### src/inc/tsm_pkg.sv
// Shared constants and types of the serial temperature and supply monitor.
package tsm_pkg;

    // Configuration word and result sizes.
    localparam int CFG_BITS = 4;
    localparam int RESULT_W_DEF = 10;
    localparam logic [1:0] CFG_TAIL_LAST = 2'h2;

    // Register byte offsets on the register bus.
    localparam logic [7:0] ADDR_TEMP_CODE = 8'h00;
    localparam logic [7:0] ADDR_SUPPLY_CODE = 8'h04;
    localparam logic [7:0] ADDR_DIFF1V_CODE = 8'h08;
    localparam logic [7:0] ADDR_DIFFHALF_CODE = 8'h0C;
    localparam logic [7:0] ADDR_STATUS = 8'h10;

    // Values after reset. The temperature code stands for 25 degrees Celsius.
    localparam logic [9:0] RST_TEMP_CODE = 10'h26C;
    localparam logic [9:0] RST_OTHER_CODE = 10'h000;

    // Status register field positions.
    localparam int STAT_MODE_LSB = 0;
    localparam int STAT_ORDER_BIT = 2;
    localparam int STAT_BUSY_BIT = 3;
    localparam int STAT_INIT_BIT = 4;
    localparam int STAT_SAMPLE_BIT = 5;
    localparam int STAT_DONE_LSB = 8;
    localparam int STAT_ABORT_LSB = 16;
    localparam int CNT_W = 8;

    // Bus responses.
    localparam logic [1:0] RESP_OKAY = 2'h0;
    localparam logic [1:0] RESP_SLVERR = 2'h2;

    typedef enum logic [1:0] {
        MODE_TEMP = 2'b00,
        MODE_SUPPLY = 2'b01,
        MODE_DIFF_1V = 2'b10,
        MODE_DIFF_HALF = 2'b11
    } mode_t;

    localparam mode_t RST_PREV_MODE = MODE_SUPPLY;

    typedef enum logic [2:0] {
        S_IDLE = 3'b000,
        S_HUNT = 3'b001,
        S_CONFIG = 3'b010,
        S_WAIT_NULL = 3'b011,
        S_SAMPLE = 3'b100,
        S_MSB = 3'b101,
        S_LSB = 3'b110,
        S_FILL = 3'b111
    } state_t;

endpackage

### src/rtl/monitor_axi_regs.sv
// Register bus slave holding the per-mode converter codes and reading back status.
`timescale 1ns/1ps
module monitor_axi_regs #(
    parameter int ADDR_W = 8,
    parameter int RESULT_W = 10
) (
    // Clock and reset
    input wire logic mclk,
    input wire logic srst,
    // Write channels
    input wire logic awvalid,
    output logic awready,
    input wire logic [ADDR_W-1:0] awaddr,
    input wire logic wvalid,
    output logic wready,
    input wire logic [31:0] wdata,
    input wire logic [3:0] wstrb,
    output logic bvalid,
    input wire logic bready,
    output logic [1:0] bresp,
    // Read channels
    input wire logic arvalid,
    output logic arready,
    input wire logic [ADDR_W-1:0] araddr,
    output logic rvalid,
    input wire logic rready,
    output logic [31:0] rdata,
    output logic [1:0] rresp,
    // Block side
    input wire logic [31:0] statusWord,
    output logic [3:0][RESULT_W-1:0] codes
);

    if (ADDR_W < 5 || RESULT_W > 16) begin : g_check
        $error("monitor_axi_regs: unsupported ADDR_W or RESULT_W");
    end

    function automatic logic [2:0] regSlot(input logic [ADDR_W-1:0] a);
        if (a == ADDR_W'(tsm_pkg::ADDR_TEMP_CODE)) return 3'h0;
        if (a == ADDR_W'(tsm_pkg::ADDR_SUPPLY_CODE)) return 3'h1;
        if (a == ADDR_W'(tsm_pkg::ADDR_DIFF1V_CODE)) return 3'h2;
        if (a == ADDR_W'(tsm_pkg::ADDR_DIFFHALF_CODE)) return 3'h3;
        if (a == ADDR_W'(tsm_pkg::ADDR_STATUS)) return 3'h4;
        return 3'h7;
    endfunction

    logic [RESULT_W-1:0] codeMem_q [4];
    logic [RESULT_W-1:0] codeMem_d [4];
    logic awFull_q, awFull_d, wFull_q, wFull_d;
    logic [ADDR_W-1:0] awAddr_q, awAddr_d;
    logic [31:0] wData_q, wData_d;
    logic [3:0] wStrb_q, wStrb_d;
    logic awReady_q, awReady_d, wReady_q, wReady_d;
    logic bValid_q, bValid_d, arReady_q, arReady_d, rValid_q, rValid_d;
    logic [1:0] bResp_q, bResp_d, rResp_q, rResp_d;
    logic [31:0] rData_q, rData_d;

    always_comb begin
        logic [2:0] slot;
        slot = regSlot(awAddr_q);
        codeMem_d = codeMem_q;
        awFull_d = awFull_q;
        awAddr_d = awAddr_q;
        wFull_d = wFull_q;
        wData_d = wData_q;
        wStrb_d = wStrb_q;
        bValid_d = bValid_q;
        bResp_d = bResp_q;
        if (awvalid && awReady_q) begin
            awFull_d = 1'b1;
            awAddr_d = awaddr;
        end
        if (wvalid && wReady_q) begin
            wFull_d = 1'b1;
            wData_d = wdata;
            wStrb_d = wstrb;
        end
        if (bValid_q && bready) begin
            bValid_d = 1'b0;
        end
        if (awFull_q && wFull_q && !bValid_q) begin
            awFull_d = 1'b0;
            wFull_d = 1'b0;
            bValid_d = 1'b1;
            bResp_d = (slot < 3'h4) ? tsm_pkg::RESP_OKAY : tsm_pkg::RESP_SLVERR;
            if (slot < 3'h4) begin
                for (int i = 0; i < RESULT_W; i++) begin
                    if (wStrb_q[i/8]) codeMem_d[slot[1:0]][i] = wData_q[i];
                end
            end
        end
        awReady_d = !awFull_d && !bValid_d;
        wReady_d = !wFull_d && !bValid_d;
    end

    always_comb begin
        logic [2:0] rSlot;
        rSlot = regSlot(araddr);
        rValid_d = rValid_q;
        rData_d = rData_q;
        rResp_d = rResp_q;
        if (rValid_q && rready) begin
            rValid_d = 1'b0;
        end
        if (arvalid && arReady_q) begin
            rValid_d = 1'b1;
            rResp_d = (rSlot == 3'h7) ? tsm_pkg::RESP_SLVERR : tsm_pkg::RESP_OKAY;
            if (rSlot < 3'h4) begin
                rData_d = 32'(codeMem_q[rSlot[1:0]]);
            end else if (rSlot == 3'h4) begin
                rData_d = statusWord;
            end else begin
                rData_d = 32'h0000_0000;
            end
        end
        arReady_d = !rValid_d;
    end

    always_ff @(posedge mclk) begin
        if (srst) begin
            codeMem_q[0] <= RESULT_W'(tsm_pkg::RST_TEMP_CODE);
            for (int i = 1; i < 4; i++) codeMem_q[i] <= RESULT_W'(tsm_pkg::RST_OTHER_CODE);
            awFull_q <= 1'b0;
            awAddr_q <= '0;
            wFull_q <= 1'b0;
            wData_q <= 32'h0000_0000;
            wStrb_q <= 4'h0;
            awReady_q <= 1'b0;
            wReady_q <= 1'b0;
            bValid_q <= 1'b0;
            bResp_q <= tsm_pkg::RESP_OKAY;
            arReady_q <= 1'b0;
            rValid_q <= 1'b0;
            rData_q <= 32'h0000_0000;
            rResp_q <= tsm_pkg::RESP_OKAY;
        end else begin
            codeMem_q <= codeMem_d;
            awFull_q <= awFull_d;
            awAddr_q <= awAddr_d;
            wFull_q <= wFull_d;
            wData_q <= wData_d;
            wStrb_q <= wStrb_d;
            awReady_q <= awReady_d;
            wReady_q <= wReady_d;
            bValid_q <= bValid_d;
            bResp_q <= bResp_d;
            arReady_q <= arReady_d;
            rValid_q <= rValid_d;
            rData_q <= rData_d;
            rResp_q <= rResp_d;
        end
    end

    assign awready = awReady_q;
    assign wready = wReady_q;
    assign bvalid = bValid_q;
    assign bresp = bResp_q;
    assign arready = arReady_q;
    assign rvalid = rValid_q;
    assign rdata = rData_q;
    assign rresp = rResp_q;
    always_comb begin
        for (int g = 0; g < 4; g++) codes[g] = codeMem_q[g];
    end

endmodule

### src/rtl/temp_supply_monitor_serial.sv
// Serial configuration and readout logic of the temperature and supply monitor.
`timescale 1ns/1ps
module temp_supply_monitor_serial #(
    parameter int RESULT_W = tsm_pkg::RESULT_W_DEF,
    parameter int ADDR_W = 8
) (
    // Clock and reset
    input wire logic mclk,
    input wire logic srst,
    // Serial link
    input wire logic csN,
    input wire logic sclk,
    input wire logic din,
    output logic dout,
    output logic doutOe,
    // Register bus write channels
    input wire logic awvalid,
    output logic awready,
    input wire logic [ADDR_W-1:0] awaddr,
    input wire logic wvalid,
    output logic wready,
    input wire logic [31:0] wdata,
    input wire logic [3:0] wstrb,
    output logic bvalid,
    input wire logic bready,
    output logic [1:0] bresp,
    // Register bus read channels
    input wire logic arvalid,
    output logic arready,
    input wire logic [ADDR_W-1:0] araddr,
    output logic rvalid,
    input wire logic rready,
    output logic [31:0] rdata,
    output logic [1:0] rresp
);

    if (RESULT_W < 2 || RESULT_W > 16) begin : g_check
        $error("temp_supply_monitor_serial: RESULT_W must be 2 to 16");
    end

    localparam int IDX_W = $clog2(RESULT_W);
    localparam logic [IDX_W-1:0] IDX_TOP = IDX_W'(RESULT_W - 1);
    localparam logic [IDX_W-1:0] IDX_ZERO = '0;

    logic [3:0][RESULT_W-1:0] codes;
    logic [31:0] status_q, status_d;

    monitor_axi_regs #(
        .ADDR_W(ADDR_W),
        .RESULT_W(RESULT_W)
    ) u_regs (
        .mclk(mclk),
        .srst(srst),
        .awvalid(awvalid),
        .awready(awready),
        .awaddr(awaddr),
        .wvalid(wvalid),
        .wready(wready),
        .wdata(wdata),
        .wstrb(wstrb),
        .bvalid(bvalid),
        .bready(bready),
        .bresp(bresp),
        .arvalid(arvalid),
        .arready(arready),
        .araddr(araddr),
        .rvalid(rvalid),
        .rready(rready),
        .rdata(rdata),
        .rresp(rresp),
        .statusWord(status_q),
        .codes(codes)
    );

    // Pin history for edge detection; pins are synchronous to mclk.
    logic sclkPrev_q, csPrev_q;
    logic sclkRise, sclkFall, csFall, csRise;

    assign sclkRise = !csN && sclk && !sclkPrev_q;
    assign sclkFall = !csN && !sclk && sclkPrev_q;
    assign csFall = csPrev_q && !csN;
    assign csRise = !csPrev_q && csN;

    always_ff @(posedge mclk) begin
        if (srst) begin
            sclkPrev_q <= 1'b0;
            csPrev_q <= 1'b1;
        end else begin
            sclkPrev_q <= sclk;
            csPrev_q <= csN;
        end
    end

    // Exchange sequencer.
    tsm_pkg::state_t state_q, state_d;
    logic [1:0] cfg_q, cfg_d;
    logic [1:0] cfgCnt_q, cfgCnt_d;
    logic [IDX_W-1:0] idx_q, idx_d;
    logic [RESULT_W-1:0] result_q, result_d;
    logic dout_q, dout_d, doutOe_q, doutOe_d, sample_q, sample_d;
    logic msbOrderFlag_q, msbOrderFlag_d, initHint_q, initHint_d;
    tsm_pkg::mode_t mode_q, mode_d, prevMode_q, prevMode_d;
    logic [tsm_pkg::CNT_W-1:0] doneCnt_q, doneCnt_d, abortCnt_q, abortCnt_d;
    logic [RESULT_W-1:0] codeSel;

    // Every mode code passes unchanged; the temperature code is already
    // unipolar and linear in temperature, so no scaling happens here.
    assign codeSel = codes[mode_q];

    always_comb begin
        state_d = state_q;
        cfg_d = cfg_q;
        cfgCnt_d = cfgCnt_q;
        idx_d = idx_q;
        result_d = result_q;
        dout_d = dout_q;
        doutOe_d = doutOe_q;
        sample_d = sample_q;
        msbOrderFlag_d = msbOrderFlag_q;
        mode_d = mode_q;
        prevMode_d = prevMode_q;
        initHint_d = initHint_q;
        doneCnt_d = doneCnt_q;
        abortCnt_d = abortCnt_q;
        if (csN) begin
            // Select high wins over everything in flight.
            if (csRise && (state_q == tsm_pkg::S_WAIT_NULL || state_q == tsm_pkg::S_SAMPLE
                    || state_q == tsm_pkg::S_MSB)) begin
                abortCnt_d = abortCnt_q + 1'b1;
            end
            state_d = tsm_pkg::S_IDLE;
            doutOe_d = 1'b0;
            sample_d = 1'b0;
        end else begin
            unique case (state_q)
                tsm_pkg::S_IDLE: begin
                    if (csFall) begin
                        state_d = tsm_pkg::S_HUNT;
                    end
                end
                tsm_pkg::S_HUNT: begin
                    if (sclkRise && din) begin
                        state_d = tsm_pkg::S_CONFIG;
                        cfgCnt_d = 2'h0;
                    end
                end
                tsm_pkg::S_CONFIG: begin
                    if (sclkRise) begin
                        cfg_d = {cfg_q[0], din};
                        cfgCnt_d = cfgCnt_q + 1'b1;
                        if (cfgCnt_q == tsm_pkg::CFG_TAIL_LAST) begin
                            mode_d = tsm_pkg::mode_t'(cfg_q);
                            msbOrderFlag_d = din;
                            state_d = tsm_pkg::S_WAIT_NULL;
                            sample_d = 1'b1;
                            initHint_d = (tsm_pkg::mode_t'(cfg_q) == tsm_pkg::MODE_TEMP)
                                && (prevMode_q != tsm_pkg::MODE_TEMP);
                            prevMode_d = tsm_pkg::mode_t'(cfg_q);
                        end
                    end
                end
                tsm_pkg::S_WAIT_NULL: begin
                    if (sclkFall) begin
                        doutOe_d = 1'b1;
                        dout_d = 1'b0;
                        state_d = tsm_pkg::S_SAMPLE;
                    end
                end
                tsm_pkg::S_SAMPLE: begin
                    // The code is taken as the sampling window closes.
                    if (sclkFall) begin
                        result_d = codeSel;
                        sample_d = 1'b0;
                        dout_d = codeSel[RESULT_W-1];
                        idx_d = IDX_TOP - 1'b1;
                        state_d = tsm_pkg::S_MSB;
                    end
                end
                tsm_pkg::S_MSB: begin
                    if (sclkFall) begin
                        dout_d = result_q[idx_q];
                        if (idx_q == IDX_ZERO) begin
                            doneCnt_d = doneCnt_q + 1'b1;
                            state_d = msbOrderFlag_q ? tsm_pkg::S_FILL : tsm_pkg::S_LSB;
                        end else begin
                            idx_d = idx_q - 1'b1;
                        end
                    end
                end
                tsm_pkg::S_LSB: begin
                    if (sclkFall) begin
                        dout_d = result_q[idx_q];
                        if (idx_q == IDX_TOP) begin
                            state_d = tsm_pkg::S_FILL;
                        end else begin
                            idx_d = idx_q + 1'b1;
                        end
                    end
                end
                tsm_pkg::S_FILL: begin
                    if (sclkFall) begin
                        dout_d = 1'b0;
                    end
                end
            endcase
        end
        status_d = 32'h0000_0000;
        status_d[tsm_pkg::STAT_MODE_LSB +: 2] = mode_q;
        status_d[tsm_pkg::STAT_ORDER_BIT] = msbOrderFlag_q;
        status_d[tsm_pkg::STAT_BUSY_BIT] = (state_q != tsm_pkg::S_IDLE);
        status_d[tsm_pkg::STAT_INIT_BIT] = initHint_q;
        status_d[tsm_pkg::STAT_SAMPLE_BIT] = sample_q;
        status_d[tsm_pkg::STAT_DONE_LSB +: tsm_pkg::CNT_W] = doneCnt_q;
        status_d[tsm_pkg::STAT_ABORT_LSB +: tsm_pkg::CNT_W] = abortCnt_q;
    end

    always_ff @(posedge mclk) begin
        if (srst) begin
            state_q <= tsm_pkg::S_IDLE;
            cfg_q <= 2'h0;
            cfgCnt_q <= 2'h0;
            idx_q <= '0;
            result_q <= '0;
            dout_q <= 1'b0;
            doutOe_q <= 1'b0;
            sample_q <= 1'b0;
            msbOrderFlag_q <= 1'b0;
            mode_q <= tsm_pkg::MODE_TEMP;
            prevMode_q <= tsm_pkg::RST_PREV_MODE;
            initHint_q <= 1'b0;
            doneCnt_q <= '0;
            abortCnt_q <= '0;
            status_q <= 32'h0000_0000;
        end else begin
            state_q <= state_d;
            cfg_q <= cfg_d;
            cfgCnt_q <= cfgCnt_d;
            idx_q <= idx_d;
            result_q <= result_d;
            dout_q <= dout_d;
            doutOe_q <= doutOe_d;
            sample_q <= sample_d;
            msbOrderFlag_q <= msbOrderFlag_d;
            mode_q <= mode_d;
            prevMode_q <= prevMode_d;
            initHint_q <= initHint_d;
            doneCnt_q <= doneCnt_d;
            abortCnt_q <= abortCnt_d;
            status_q <= status_d;
        end
    end

    assign dout = dout_q;
    assign doutOe = doutOe_q;
endmodule

### config.mk
export PLATFORM = sky130hd
export DESIGN_NAME = temp_supply_monitor_serial
export DESIGN_NICKNAME = d
export VERILOG_FILES = /design/src/inc/tsm_pkg.sv /design/src/rtl/monitor_axi_regs.sv /design/src/rtl/temp_supply_monitor_serial.sv
export SDC_FILE = /design/constraint.sdc
export NUM_CORES = 1
export LEC_CHECK = 0
export ABC_CLOCK_PERIOD_IN_PS = 2400
export BUFFER_PORTS_ARGS = -buffer_cell sky130_fd_sc_hd__buf_2
export CAP_MARGIN = 20
export CORE_ASPECT_RATIO = 1.4
export CORE_UTILIZATION = 51
export DETAILED_ROUTE_END_ITERATION = 6
export PLACE_DENSITY = 0.75
export SYNTH_ARGS = -nofsm -noshare
export SYNTH_HDL_FRONTEND = slang
export SYNTH_SLANG_ARGS = --single-unit
export TNS_END_PERCENT = 30
### constraint.sdc
create_clock -name mclk -period 2.4 [get_ports mclk]
set_clock_uncertainty 0.05 [all_clocks]
set_input_delay 0.48 -clock mclk [delete_from_list [all_inputs] [get_ports mclk]]
set_output_delay 0.48 -clock mclk [all_outputs]
set_load 0.1 [all_outputs]
# Yosys cells after proc, flatten, opt, wreduce, memory -nomap -nowiden
# Index checks and enable logic that the tools add are counted.
# W data, S select, Z words.
# op_classes
addsub,5
order_cmp,7
eq_ne,33
n_mux,155
bitwise,3
reduce_logical,57
# ops
op,count
$mux W40,28
$bwmux W40,10
$demux W10 S2,10
$mux W3,31
$mux W32,2
$mux W1,46
$bmux W10 S2,2
$mux W10,4
$eq A8 B4 Y1 const B,4
$mux W4,6
$ne A2 B2 Y1 const B,11
$pmux W3 S7,1
$logic_and A1 B1 Y1,19
$eq A3 B3 Y1 const B,6
$add A8 B1 Y8 const B,2
$eq A8 B3 Y1 const B,2
$eq A8 B5 Y1 const B,2
$logic_not A8 Y1,2
$reduce_and A4 Y1,4
$pmux W4 S3,1
$reduce_and A11 Y1,1
$mux W2,5
$logic_not A1 Y1,9
$mux W9,1
other kinds (35),51
# word_totals
register_bits,183
inputBits,62
wordCells,295

# Longest topological paths before layout
# depth
depth_word,60
mapped_depth,10

# By module
# Synthesis repeated with hierarchy kept, for this count alone.
# unflattened
cells_unflattened,758
area_unflattened_um2,7159.4
# modules_own_cells
module,instances,cells_per_inst,area_each_um2,seq_area_each_um2
monitor_axi_regs,1,437,4001.3,2021.9
temp_supply_monitor_serial,1,321,3158.0,1381.3

# Worst setup path before layout
# No wires, ideal clock.
# synth_timing
path_type,register to register
start,reg state_q[1]
end,reg idx_q[3]
arrival_ns,2.308
slack_ns,-0.076
stages_incl_launch_ff,10
n_path_buf,2
period_less_slack_ns,2.476
cell_sequence,dfxtp_1 clkbuf_1 clkbuf_1 nand2_1 or2_2 ha_1 a21o_1 a211oi_1 o22ai_1 a32o_1
# synth_via
elab_chain_len,3
word_cells_on_any_way,11
cone_classes,eq/ne (8); mux (1); reduce/logical (2)
# synth_lines
item,line_no,source
start: declaration,temp_supply_monitor_serial.sv:95,"tsm_pkg::state_t state_q, state_d;"
start signal: assignment,temp_supply_monitor_serial.sv:219,state_q <= tsm_pkg::S_IDLE;
start signal: assignment,temp_supply_monitor_serial.sv:235,state_q <= state_d;
$eq A3 B3 Y1,temp_supply_monitor_serial.sv:135,unique case (state_q)
$ne A2 B2 Y1 (no source line) / $reduce_bool A3 Y1 (equally long branches),--,
$reduce_and A7 Y1 (no source line),--,
end signal: assignment,temp_supply_monitor_serial.sv:238,idx_q <= idx_d;
end: declaration,temp_supply_monitor_serial.sv:98,"logic [IDX_W-1:0] idx_q, idx_d;"
# Parallel ways exist; a longest one is shown, timed or not.
# A chain may end at the register's enable or synchronous reset.

# Worst setup path after layout
# layout_timing
start,reg state_q[2]
end,reg idx_q[3]
# The elaborated chain is that of the path after synthesis.

==> impl_metrics.py <==
metrics = {
    "yosys": {
        "async_flop_share_pct": 0,
        "ys_seq_elements": 162,
        "synth_warnings": 0,
        "avgSynthCellArea_um2": 9.11,
        "synth.area.top_cells": "dfxtp_1 (46%), mux2i_1 (8.9%), nand2_1 (6.4%)",
        "synth_seq_area_share_pct": 45.6,
        "yosys.area.top_type": "dfxtp_1",
        "ys_types": 66,
        "synth_flop_cell": "dfxtp_1",
        "yosys.area.top_type_share_pct": 45.6,
        "synth.cell_area_um2": 7110,
        "syn_inst": 780,
        "synth-edff-count": 0,
    },
    "route": {
        "first_pass_iters": 5,
        "wirelength_um": 16300,
        "drc_errors": 0,
        "avgViaCountPerCell": 5.59,
        "vias": 5866,
        "antenna_left": 0,
        "drt_iter0_drc": 295,
        "post_drt_wl_per_cell_um": 15.6,
    },
    "clock_network": {
        "cts.path.max_buffers": 2,
        "clkLatencyLatePin_ps": 420,
        "ctsHoldBuffers": 0,
        "clkTransAtPathRegs_ps": 70,
        "post_cts_buffers": 0,
        "root_buffer": "clkbuf_16",
        "clock_sinks": 162,
        "ctsResizeCount": 0,
        "tritoncts": "yes",
        "numCtsBuffers": 17,
        "htree_levels": 4,
    },
    "floorplan": {
        "core-area_um2": 13500,
        "dieArea_um2": 14400,
        "fp-row-count": 50,
        "die_w_um": 102,
        "initial_core_util_pct": 52.6,
        "die_h_um": 142,
        "ios": 105,
    },
    "critical_path": {
        "worstSetupEndpointType": "flip-flop",
        "crit_type": "flip-flop to flip-flop",
        "startpoint_type": "flip-flop",
        "r2r_cells": 7,
        "cp.arrival_ps": 2460,
        "cp.required_ps": 2660,
        "path_max_fanout": 7,
    },
    "grt": {
        "grt_pass1_wl_um": 26000,
        "grt_pass1_vias": 5490,
        "use_met2_pct": 42.7,
        "top_usage_layer": "met2",
        "groute.layer.met3.usage_pct": 4.04,
        "met1_usage_pct": 26.3,
        "antenna_found_initial": 0,
        "grt.total_usage_pct": 23.4,
        "grt_overflow_total": 0,
        "grt_max_degree": 81,
    },
    "pwr": {
        "pwr-share-clk_pct": 46.9,
        "combPwrFrac_pct": 6.7,
        "internal_power_w": 0.00447,
        "ir_drop_v": 0.000467,
        "power_density_nw_per_um2": 711,
        "p_switching_w": 0.00145,
        "p_sw_share_pct": 24.6,
        "pwr-share-seq_pct": 46.4,
        "leakagePower_nw": 3.34,
    },
    "finish": {
        "drive_gt1_share_pct": 19.4,
        "insertedDiodeCount": 0,
        "nNetsFinal": 923,
        "fillers": 1181,
        "final_cell_mix": "dfxtp_1 (162), nand2_1 (121), buf_2 (69)",
        "postLayoutCellArea_um2": 8330,
        "layout_commonest_cell": "dfxtp_1",
        "area_growth_pct": 17.3,
    },
    "sta": {
        "rsz0062_at_grt": "false",
        "report.final.slew_viol_count": 0,
        "tns_ps": 0,
        "fmax_mhz": 455,
        "hold_viol_final": 0,
        "relSlewSlack_pct": 64.5,
        "tightest_slew_ps": 528,
        "fin_crit_sh_pct": 91.6,
        "fin_crit_ps": 2200,
        "setup_viol": 0,
    },
    "placement": {
        "port_buffers": 70,
        "placed_area_um2": 7730,
        "gp_congestion": 0.871,
        "dp_hpwl_um": 11400,
    },
    "flow_run": {
        "max-cap-violations": 0,
    },
    "min_path": {
        "min_path_cells": 3,
        "holdCritPathClass": "primary input to flip-flop",
    },
    "outcome": {
        "outcome": "completed",
    },
}
through the flow:
| stage | util, % | instances | hold WS (ps) | worst slack, ps | total power (W) |
|---|---|---|---|---|---|
| 2_1_floorplan | - | 789 | 367 | 5.76 | 0.00311 |
| 3_3_place_gp | 57.2 | 1018 | 388 | 233 | 0.00320 |
| 3_5_place_dp | 57.2 | 1018 | 390 | 197 | 0.00321 |
| 4_1_cts | 61.7 | 1049 | 230 | 221 | 0.00596 |
| 5_1_grt | 61.7 | 1049 | 236 | 70.1 | 0.00610 |
| 6_report | 61.7 | 1049 | 238 | 201 | 0.00592 |
cell type report:
cell class	count	area, µm²	area share (%)
clock buffer	18	429	5.15
timing repair buffer	105	628	7.54
inverter	15	56.3	0.676
clock inverter	13	174	2.09
tap	182	228	2.73
multi-input combinational	554	3570	42.9
sequential	162	3240	38.9
path summary, 6_finish.rpt:
check                  from            endpoint  slack (ps)
max              state_q[2]            idx_q[3]         200
min               awaddr[1]  u_regs.awAddr_q[1]         240
max reg2reg      state_q[2]            idx_q[3]         200
min reg2reg  u_regs.wFull_q       u_regs.wready         400
power groups by stage:
stage | clock, W | sequential, W | combinational [W]
floorplan | 0 | 0.00288 | 0.000228
global placement | 0 | 0.00281 | 0.000393
detailed placement | 0 | 0.00281 | 0.000396
CTS | 0.00282 | 0.00275 | 0.000397
global route | 0.00292 | 0.00275 | 0.000425
finish | 0.00278 | 0.00275 | 0.000397
synth_stat cells, types with 9 or more instances:
cell,count
a21oi_1,48
a22oi_1,14
buf_4,10
clkbuf_1,38
dfxtp_1,162
inv_1,15
mux2i_1,63
mux4_2,11
nand2_1,121
nand3_1,29
nor2_1,61
nor2b_1,26
nor3_1,11
nor4_1,12
o21ai_0,20
or3_1,9
worst max-delay path: stages, from the launching register on:
cell      delay, ps
dfxtp_1         460
nand2_1         130
or2_2           330
ha_1            380
a21oi_1         100
a211oi_1        270
o22ai_1         110
a32o_1          270
cell families (layout without fill, tap and decap cells):
kind of cell	count (synthesis)	after routing	synth area share [%]
buffers and inverters	73	151	4.63
and+or+nand+nor	316	316	21.5
adders and majority gates	6	6	1.16
other	1	10	0.0528
muxes	83	83	14.0
xor gates and xnor gates	10	10	1.23
AOI/OAI and AO/OA	129	129	11.7
DFF	162	162	45.6
metal layers:
layer	up-vias	routed length, µm
li1	2887	-
met1	2795	6600
met4	0	370
met2	160	8670
met5	-	0
met3	24	677
flip-flops by register name, summed over array words and instances, names as in the netlist, 2 cells and up:
register,count
u_regs.wData_q,10
cfg_q,2
u_regs.awAddr_q,8
abortCnt_q,8
u_regs.wStrb_q,2
result_q,10
idx_q,4
state_q,3
doneCnt_q,8
u_regs.codes,40
u_regs.rdata,24
cfgCnt_q,2
mode_q,2
status_q,22
No activity file was read; power rests on OpenSTA's default activity.
